==> src/ccc_pkg.sv <==
// package: register layout, mode and source codes for the capture/compare unit
package ccc_pkg;
  // unit_control fields
  localparam int CTRL_EN_BIT = 7;
  localparam int CTRL_OUT_BIT = 5;
  localparam int CTRL_FMT_BIT = 4;
  localparam int CTRL_MODE_LSB = 0;
  localparam logic [7:0] CTRL_RESET = 8'h00;
  localparam logic [2:0] CAP_SRC_RESET = 3'h0;
  localparam logic [15:0] VALUE_RESET = 16'h0000;
  // register selects on the software port
  localparam logic [1:0] REG_CONTROL = 2'h0;
  localparam logic [1:0] REG_VALUE_LOW = 2'h1;
  localparam logic [1:0] REG_VALUE_HIGH = 2'h2;
  localparam logic [1:0] REG_SOURCE = 2'h3;
  // unit_function_select codes
  localparam logic [3:0] MODE_OFF = 4'h0;
  localparam logic [3:0] MODE_CMP_TOGGLE = 4'h2;
  localparam logic [3:0] MODE_CAP_FALL = 4'h4;
  localparam logic [3:0] MODE_CAP_RISE = 4'h5;
  localparam logic [3:0] MODE_CAP_RISE4 = 4'h6;
  localparam logic [3:0] MODE_CAP_RISE16 = 4'h7;
  localparam logic [3:0] MODE_CMP_SET = 4'h8;
  localparam logic [3:0] MODE_CMP_CLEAR = 4'h9;
  localparam logic [3:0] MODE_CMP_SWINT = 4'ha;
  localparam logic [3:0] MODE_CMP_TRIG = 4'hb;
  // capture_source_select codes
  localparam logic [2:0] SRC_PIN = 3'h0;
  localparam logic [2:0] SRC_CMP1 = 3'h1;
  localparam logic [2:0] SRC_CMP2 = 3'h2;
  localparam logic [2:0] SRC_PIN_CHANGE = 3'h3;
  localparam logic [2:0] SRC_LC1 = 3'h4;
  localparam logic [2:0] SRC_LC2 = 3'h5;
  localparam logic [2:0] SRC_LC3 = 3'h6;
  localparam logic [2:0] SRC_LC4 = 3'h7;
  localparam int NUM_UNITS = 2;
  localparam logic [3:0] PRESCALE_4_LAST = 4'h3;
  localparam logic [3:0] PRESCALE_16_LAST = 4'hf;
endpackage

==> src/ccc_link_if.sv <==
// interface: timer and event sources on one side, the unit pair on the other
`timescale 1ns/1ps
interface ccc_link_if;
  logic timer_run;
  logic [7:0] companion_timer_high;
  logic [7:0] companion_timer_low;
  logic [7:0] event_sources;
  logic [1:0] unit_out;
  logic [1:0] conv_trigger;
  logic [1:0] unit_event_flag;
  modport device (
    input timer_run, companion_timer_high, companion_timer_low, event_sources,
    output unit_out, conv_trigger, unit_event_flag
  );
  modport source (
    output timer_run, companion_timer_high, companion_timer_low, event_sources,
    input unit_out, conv_trigger, unit_event_flag
  );
endinterface

==> src/ccc_capture_compare.sv <==
// device end: two capture/compare units sharing one companion timer
`timescale 1ns/1ps
// Functional notes
// RULE_01: capture copies timer into value pair
// RULE_02: mode picks falling, rising, 4th, 16th edge
// RULE_03: capture sets flag; only software clears
// RULE_04: new capture overwrites unread value
// RULE_05: three-bit select picks among eight sources
// RULE_06: pin level feeds capture even as output
// RULE_07: timer must run synchronously
// RULE_08: software masks interrupt during mode change
// RULE_09: timer clocked from instruction clock
// RULE_10: prescaler cleared when off or not capture
// RULE_11: prescaler change needs control cleared first
// RULE_12: sleep freezes internally clocked timer
// RULE_13: capture runs in sleep with external clock
// RULE_14: compare mode matches value pair against timer
// RULE_15: match toggles, sets, clears output or triggers
// RULE_16: every match sets flag; may start conversion
// RULE_17: two identical independent units
// RULE_18: zero control write clears output latch
// RULE_19: compare runs in sleep only if timer runs
// RULE_20: mode and source codes published in package
// RULE_21: sources synchronised and edge-detected once
module ccc_capture_compare #(
  parameter int UNITS = ccc_pkg::NUM_UNITS
) (
  input wire logic clk,
  input wire logic rst_n,
  input wire logic [UNITS-1:0] reg_write,
  input wire logic [1:0] reg_sel,
  input wire logic [7:0] reg_wdata,
  input wire logic [UNITS-1:0] flag_clear,
  input wire logic [UNITS-1:0] conv_source_sel,
  input wire logic [UNITS-1:0] mapped_pin_input,
  input wire logic [UNITS-1:0] unit_event_enable,
  output logic [UNITS*8-1:0] ctrl_rd,
  output logic [UNITS*16-1:0] value_rd,
  output logic [UNITS*3-1:0] source_rd,
  output logic [UNITS-1:0] wake_request,
  ccc_link_if.device link
);
  // capture modes are the four codes 4..7
  function automatic logic is_capture(input logic [3:0] m);
    is_capture = (m == ccc_pkg::MODE_CAP_FALL) || (m == ccc_pkg::MODE_CAP_RISE) ||
      (m == ccc_pkg::MODE_CAP_RISE4) || (m == ccc_pkg::MODE_CAP_RISE16);
  endfunction

  function automatic logic is_compare(input logic [3:0] m);
    is_compare = (m == ccc_pkg::MODE_CMP_TOGGLE) || (m == ccc_pkg::MODE_CMP_SET) ||
      (m == ccc_pkg::MODE_CMP_CLEAR) || (m == ccc_pkg::MODE_CMP_SWINT) ||
      (m == ccc_pkg::MODE_CMP_TRIG);
  endfunction

  logic [15:0] timer_now;
  assign timer_now = {link.companion_timer_high, link.companion_timer_low};

  genvar u;
  generate
    for (u = 0; u < UNITS; u++) begin : g_unit
      logic [7:0] ctrl;
      logic [2:0] src_sel;
      logic [15:0] value;
      logic [3:0] presc;
      logic flag;
      logic out_latch;
      logic trig;
      logic sync1;
      logic sync2;
      logic sync_prev;
      logic src_level;
      logic rise;
      logic fall;
      logic edge_hit;
      logic cap_now;
      logic match;
      logic match_prev;
      logic match_evt;
      logic wr_ctrl;
      logic [3:0] mode;
      logic enabled;

      assign mode = ctrl[ccc_pkg::CTRL_MODE_LSB +: 4];
      assign enabled = ctrl[ccc_pkg::CTRL_EN_BIT];
      assign wr_ctrl = reg_write[u] && (reg_sel == ccc_pkg::REG_CONTROL);

      // eight-way source select; the pin entry is the pad level so port writes count
      always_comb begin
        case (src_sel)
          ccc_pkg::SRC_PIN: src_level = mapped_pin_input[u]; // see RULE_06
          ccc_pkg::SRC_CMP1: src_level = link.event_sources[0];
          ccc_pkg::SRC_CMP2: src_level = link.event_sources[1];
          ccc_pkg::SRC_PIN_CHANGE: src_level = link.event_sources[2];
          ccc_pkg::SRC_LC1: src_level = link.event_sources[3];
          ccc_pkg::SRC_LC2: src_level = link.event_sources[4];
          ccc_pkg::SRC_LC3: src_level = link.event_sources[5];
          ccc_pkg::SRC_LC4: src_level = link.event_sources[6];
          default: src_level = 1'b0;
        endcase
      end // see RULE_05

      // two-stage synchroniser then edge detect; stage one feeds only stage two
      always_ff @(posedge clk) begin
        if (!rst_n) begin
          sync1 <= 1'b0;
          sync2 <= 1'b0;
          sync_prev <= 1'b0;
        end else begin
          sync1 <= src_level;
          sync2 <= sync1;
          sync_prev <= sync2; // see RULE_21
        end
      end
      assign rise = sync2 && !sync_prev;
      assign fall = !sync2 && sync_prev;

      // edge selection and prescale terminal counts
      always_comb begin
        case (mode)
          ccc_pkg::MODE_CAP_FALL: edge_hit = fall;
          ccc_pkg::MODE_CAP_RISE: edge_hit = rise;
          ccc_pkg::MODE_CAP_RISE4: edge_hit = rise;
          ccc_pkg::MODE_CAP_RISE16: edge_hit = rise;
          default: edge_hit = 1'b0;
        endcase
        if (mode == ccc_pkg::MODE_CAP_RISE4) begin
          cap_now = edge_hit && (presc[1:0] == ccc_pkg::PRESCALE_4_LAST[1:0]);
        end else if (mode == ccc_pkg::MODE_CAP_RISE16) begin
          cap_now = edge_hit && (presc == ccc_pkg::PRESCALE_16_LAST);
        end else begin
          cap_now = edge_hit;
        end
        cap_now = cap_now && enabled; // see RULE_02
      end

      // prescaler: cleared when off or out of capture; mode switches keep the count
      always_ff @(posedge clk) begin
        if (!rst_n || !enabled || !is_capture(mode)) begin
          presc <= 4'h0; // see RULE_10
        end else if (edge_hit) begin
          presc <= presc + 4'h1; // see RULE_11
        end
      end

      // compare fires once on entering equality, so a stopped timer does not repeat it
      assign match = enabled && is_compare(mode) && (value == timer_now); // see RULE_14
      always_ff @(posedge clk) begin
        if (!rst_n) begin
          match_prev <= 1'b0;
        end else begin
          match_prev <= match;
        end
      end
      assign match_evt = match && !match_prev; // see RULE_19

      // control and source registers
      always_ff @(posedge clk) begin
        if (!rst_n) begin
          ctrl <= ccc_pkg::CTRL_RESET;
          src_sel <= ccc_pkg::CAP_SRC_RESET;
        end else if (reg_write[u]) begin
          if (reg_sel == ccc_pkg::REG_CONTROL) begin
            ctrl <= reg_wdata;
          end else if (reg_sel == ccc_pkg::REG_SOURCE) begin
            src_sel <= reg_wdata[2:0];
          end
        end
      end

      // value pair: capture overwrites without any overrun guard
      always_ff @(posedge clk) begin
        if (!rst_n) begin
          value <= ccc_pkg::VALUE_RESET;
        end else if (cap_now) begin
          value <= timer_now; // see RULE_01, see RULE_04, see RULE_12, see RULE_13
        end else if (reg_write[u] && reg_sel == ccc_pkg::REG_VALUE_LOW) begin
          value[7:0] <= reg_wdata;
        end else if (reg_write[u] && reg_sel == ccc_pkg::REG_VALUE_HIGH) begin
          value[15:8] <= reg_wdata;
        end
      end

      // event flag: set wins over a same-cycle software clear
      always_ff @(posedge clk) begin
        if (!rst_n) begin
          flag <= 1'b0;
        end else if (cap_now || match_evt) begin
          flag <= 1'b1; // see RULE_03, see RULE_16
        end else if (flag_clear[u]) begin
          flag <= 1'b0;
        end
      end

      // compare output latch and conversion trigger pulse
      always_ff @(posedge clk) begin
        if (!rst_n) begin
          out_latch <= 1'b0;
          trig <= 1'b0;
        end else begin
          trig <= match_evt && conv_source_sel[u]; // see RULE_16
          if (wr_ctrl && reg_wdata == 8'h00) begin
            out_latch <= 1'b0; // see RULE_18
          end else if (match_evt) begin
            case (mode)
              ccc_pkg::MODE_CMP_TOGGLE: out_latch <= !out_latch; // see RULE_15
              ccc_pkg::MODE_CMP_SET: out_latch <= 1'b1;
              ccc_pkg::MODE_CMP_CLEAR: out_latch <= 1'b0;
              default: out_latch <= out_latch;
            endcase
          end
        end
      end

      // per-unit readback, each unit independent
      assign ctrl_rd[u*8 +: 8] = {ctrl[7:6], out_latch, ctrl[4:0]}; // see RULE_17
      assign value_rd[u*16 +: 16] = value;
      assign source_rd[u*3 +: 3] = src_sel;
      assign wake_request[u] = flag && unit_event_enable[u];
      assign link.unit_out[u] = out_latch;
      assign link.conv_trigger[u] = trig;
      assign link.unit_event_flag[u] = flag;
    end
  endgenerate
  // codes for modes and sources live in ccc_pkg (see RULE_20)
endmodule

==> src/flat_wrapper.sv <==
// flat-port wrapper written by rule: the top's interface ports become plain ports
module ccc_capture_compare_flat 
#(
  parameter int UNITS = ccc_pkg::NUM_UNITS
)
  (clk, rst_n, reg_write, reg_sel, reg_wdata, flag_clear, conv_source_sel, mapped_pin_input, unit_event_enable, ctrl_rd, value_rd, source_rd, wake_request, link_timer_run, link_companion_timer_high, link_companion_timer_low, link_event_sources, link_unit_out, link_conv_trigger, link_unit_event_flag);
  ccc_link_if link_i ();
  input wire logic clk;
  input wire logic rst_n;
  input wire logic [UNITS-1:0] reg_write;
  input wire logic [1:0] reg_sel;
  input wire logic [7:0] reg_wdata;
  input wire logic [UNITS-1:0] flag_clear;
  input wire logic [UNITS-1:0] conv_source_sel;
  input wire logic [UNITS-1:0] mapped_pin_input;
  input wire logic [UNITS-1:0] unit_event_enable;
  output logic [UNITS*8-1:0] ctrl_rd;
  output logic [UNITS*16-1:0] value_rd;
  output logic [UNITS*3-1:0] source_rd;
  output logic [UNITS-1:0] wake_request;
  input wire logic [$bits(link_i.timer_run)-1:0] link_timer_run;
  input wire logic [$bits(link_i.companion_timer_high)-1:0] link_companion_timer_high;
  input wire logic [$bits(link_i.companion_timer_low)-1:0] link_companion_timer_low;
  input wire logic [$bits(link_i.event_sources)-1:0] link_event_sources;
  output wire logic [$bits(link_i.unit_out)-1:0] link_unit_out;
  output wire logic [$bits(link_i.conv_trigger)-1:0] link_conv_trigger;
  output wire logic [$bits(link_i.unit_event_flag)-1:0] link_unit_event_flag;
  assign link_i.timer_run = link_timer_run;
  assign link_i.companion_timer_high = link_companion_timer_high;
  assign link_i.companion_timer_low = link_companion_timer_low;
  assign link_i.event_sources = link_event_sources;
  assign link_unit_out = link_i.unit_out;
  assign link_conv_trigger = link_i.conv_trigger;
  assign link_unit_event_flag = link_i.unit_event_flag;
  ccc_capture_compare #(.UNITS(UNITS)) u_core (.clk(clk), .rst_n(rst_n), .reg_write(reg_write), .reg_sel(reg_sel), .reg_wdata(reg_wdata), .flag_clear(flag_clear), .conv_source_sel(conv_source_sel), .mapped_pin_input(mapped_pin_input), .unit_event_enable(unit_event_enable), .ctrl_rd(ctrl_rd), .value_rd(value_rd), .source_rd(source_rd), .wake_request(wake_request), .link(link_i));
endmodule
==> config.mk <==
export PLATFORM = sky130hd
export DESIGN_NAME = ccc_capture_compare_flat
export DESIGN_NICKNAME = d
export VERILOG_FILES = /design/src/ccc_pkg.sv /design/src/ccc_link_if.sv /design/src/ccc_capture_compare.sv /design/src/flat_wrapper.sv
export SDC_FILE = /design/constraint.sdc
export NUM_CORES = 1
export LEC_CHECK = 0
export ABC_AREA = 1
export BUFFER_PORTS_ARGS = -buffer_cell sky130_fd_sc_hd__buf_2
export CAP_MARGIN = 20
export CORE_MARGIN = 3
export CORE_UTILIZATION = 55
export CTS_BUF_LIST = sky130_fd_sc_hd__clkbuf_4 sky130_fd_sc_hd__clkbuf_8
export CTS_CLUSTER_SIZE = 12
export DETAILED_ROUTE_END_ITERATION = 10
export HOLD_SLACK_MARGIN = 0.03
export PLACE_DENSITY = 0.83
export SETUP_SLACK_MARGIN = 0.02
export SLEW_MARGIN = 20
export SYNTH_ARGS = -nofsm -noshare
export SYNTH_HDL_FRONTEND = slang
export SYNTH_SLANG_ARGS = --single-unit
==> constraint.sdc <==
create_clock -name clk -period 1.7 [get_ports clk]
set_input_delay 0 -clock clk [delete_from_list [all_inputs] [get_ports clk]]
set_output_delay 0 -clock clk [all_outputs]
set_load 0.02 [all_outputs]
==> flow_metrics.tcl <==
set metrics [dict create \
    status "completed" \
    reg2reg_from "u_core.g_unit[0].ctrl[1]$_SDFFE_PN0P_" \
    cts_buffers 9 \
    critPathCaptureType "flop" \
    layout-drive-gt1-share_pct 23.0 \
    fin_area_um2 5120 \
    antenna_found_initial 0 \
    core_area_um2 7450 \
    critical_path.startpoint "u_core.g_unit[0].ctrl[1]$_SDFFE_PN0P_" \
    max_freq_mhz 655 \
    fp.dieArea_um2 8980 \
    startpoint_type "flop" \
    drtIter0Drc 390 \
    rsz0062_at_grt "yes" \
    die_w_um 94.8 \
    cts_tree "yes" \
    clk_path_buf_depth 2 \
    io_buffer_count 106 \
    ys_seq_area_share_pct 34.2 \
    final_util_pct 68.8 \
    worst_pin_slew_ns 0.334 \
    period_minus_slack_ns 1.53 \
    ys_ff_latch 74 \
    routed_via_density 5.51 \
    drc_errors 0 \
    area_growth_pct 18.2 \
    p_leak_nw 2.74 \
    die_h_um 94.8 \
    grt_pass1_wl_um 20100 \
    ir_worst_vdd_mv 0.496 \
    io_pins 109 \
    seq_area_um2 1490 \
    vias 4721 \
    ys_warn_count 0 \
    ys_types 32 \
    syn_avg_cell_area_um2 6.66 \
    multi_input_area_um2 2160 \
    hp-class "in2reg" \
    placed_cells 835 \
    grt_start_max_net_pins 49 \
    setup.worst_path.class "reg2reg" \
    min-delay-start "link_event_sources[6]" \
    htree_levels 3 \
    setup_violations 0 \
    gp_congestion 0.914 \
    pre_cts_ws_ns 0.134 \
    fillers 663 \
    syn_inst 651 \
    clock-sinks 74 \
    setup_tns_ns 0 \
    drt-pass1-iter-count 8 \
    path_clk_slew_ns 0.07 \
    diodes 0 \
    track_usage_pct 28.8 \
    hold_viol 0 \
    dpl_cell_area_um2 4890 \
    fin_ws_ns 0.172 \
    post_cts_buffers 0 \
    cp.arrival_ns 1.78 \
    period_share_pct 89.9 \
    syn-num-nets 700 \
    wl_um 12800 \
    post-dp-hpwl_um 9570 \
    cp_max_fo 48 \
    p_per_area_nw_per_um2 716 \
    syn_area_um2 4330 \
    grt_pass1_vias 4217 \
    final.setup_skew_ns 0.00712 \
    ant_nets 0 \
    start_util_pct 58.2 \
    rows 31 \
    wl_per_cell_um 15.0 \
    maxSlewHeadroom_pct 77.7 \
    clockRootBuffer "clkbuf_8" \
    fin_cells 857 \
    fin_nets 803 \
    required_ns 1.95 \
    maxCapViolations 0 \
    insertion_delay_ns 0.35 \
    grt-ovfl-total 0 \
    final-max-slew-violation-count 0 \
]
-- sequential cells by signal, summed over array words and instances (netlist names) --
register / count
u_core.g_unit.ctrl: 14
u_core.g_unit.flag: 2
u_core.g_unit.match_prev: 2
u_core.g_unit.out_latch: 2
u_core.g_unit.presc: 8
u_core.g_unit.src_sel: 6
u_core.g_unit.sync1: 2
u_core.g_unit.sync2: 2
u_core.g_unit.sync_prev: 2
u_core.g_unit.trig: 2
u_core.g_unit.value: 32
-- what timing repair did --
action,4_1_cts,5_1_grt
hold endpoints to repair,9,0
hold buffers,7,0
gates resized for setup,0,8
setup endpoints to repair,0,32
-- layer usage --
layer	global-route usage (%)	share of wire [%]
met1	37.4	40
met2	47.7	47
met4	11.2	2.7
met3	4.94	10
met5	0	0
-- critical path: stages (launching register included) --
cell and delay [ns]:
dfxtp_2 0.36, o21ai_0 0.20, nand3_2 0.15, inv_2 0.10, nand3_2 0.10, buf_12 0.20
nand3_1 0.09, o211ai_1 0.10, nand2_1 0.07, inv_1 0.04
-- final timing paths --
check	to	slack (ns)	cells past startpoint
worst min register to register	u_core.g_unit[1].sync2$_SDFF_PN0_	0.42	2
worst max-delay path	u_core.g_unit[0].value[12]$_SDFFE_PN0P_	0.17	9
worst max register to register	u_core.g_unit[0].value[12]$_SDFFE_PN0P_	0.17	9
worst min-delay path	u_core.g_unit[1].sync1$_SDFF_PN0_	0.04	3
-- kinds of logic after synthesis --
| kind of cell | Yosys count | share of synthesized area [%] |
|---|---|---|
| xor+xnor | 11 | 2.22 |
| flops | 74 | 34.2 |
| simple gates | 286 | 29.4 |
| fa+ha+maj | 2 | 0.577 |
| compound gates | 114 | 17.5 |
| buf+inv | 164 | 16.1 |
-- per-stage QoR --
step / power [mW] / hold slack [ns]
CTS: 3.67 / 0.0308
global route: 3.82 / 0.0567
finish: 3.67 / 0.0431
global placement: 2.49 / 0.245
floorplan: 2.27 / 0.129
detailed placement: 2.51 / 0.247
-- power by group --
| part | internal (mW) | leakage (nW) | total [mW] | switching [mW] |
|---|---|---|---|---|
| combinational | 0.228 | 2.06 | 0.644 | 0.417 |
| clock | 0.510 | 0.0806 | 1.17 | 0.661 |
| sequential | 1.80 | 0.604 | 1.86 | 0.0609 |
| total | 2.53 | 2.74 | 3.67 | 1.14 |
-- synth_stat cells --
library cell    n  area [µm²]
nor2_2          1        6.26
and3_1          1        6.26
buf_4           8        60.1
a21oi_1        36         180
nand4_1         8        50.1
or2_2           2        12.5
a311oi_1        2        17.5
nand3_1        80         400
o211ai_2       20         250
dfxtp_1        74        1480
o21ai_0        41         205
buf_2           6        30.0
o211ai_1       10        75.1
xor2_1          4        35.0
nand3_2         4        40.0
clkbuf_1        9        33.8
inv_1         127         477
ha_1            2        25.0
o31ai_1         1        7.51
buf_6           6        67.6
nor2_1         41         154
xnor2_1         7        61.3
nor4_1          1        6.26
o21ai_1         3        15.0
nor3b_1         1        7.51
inv_2           7        26.3
nor3_2          4        40.0
nor3_1          6        30.0
nand2_1       135         507
buf_1           1        3.75
o21a_1          1        7.51
nand3b_1        2        15.0
-- layout make-up --
type                            count  share of cell area [%]
Multi-Input combinational cell    413                    42.1
Sequential cell                    74                    29.0
Timing Repair Buffer              122                    13.5
Inverter                          134                    9.81
Clock buffer                        9                    2.42
Tap cell                           99                    2.42
Clock inverter                      6                   0.684
-- layout by cell type (no fill, tap or decap), types with 3 or more instances in the layout --
| cell | Yosys | final |
|---|---|---|
| o211ai_2 | 20 | 20 |
| nand4_1 | 8 | 8 |
| dlygate4sd3_1 | 0 | 7 |
| o21ai_1 | 3 | 5 |
| nand3_1 | 80 | 80 |
| nand3_2 | 4 | 4 |
| xor2_1 | 4 | 4 |
| dfxtp_2 | 0 | 4 |
| clkinv_2 | 0 | 4 |
| nor3_2 | 4 | 4 |
| a21oi_1 | 36 | 36 |
| clkbuf_8 | 0 | 9 |
| o211ai_1 | 10 | 10 |
| o21ai_0 | 41 | 39 |
| nor3_1 | 6 | 6 |
| xnor2_1 | 7 | 7 |
| buf_4 | 8 | 7 |
| nor2_2 | 1 | 3 |
| buf_2 | 6 | 106 |
| nand2_1 | 135 | 135 |
| inv_1 | 127 | 127 |
| nor2_1 | 41 | 39 |
| inv_2 | 7 | 7 |
| dfxtp_1 | 74 | 70 |
No activity file was read; power rests on OpenSTA's default activity.
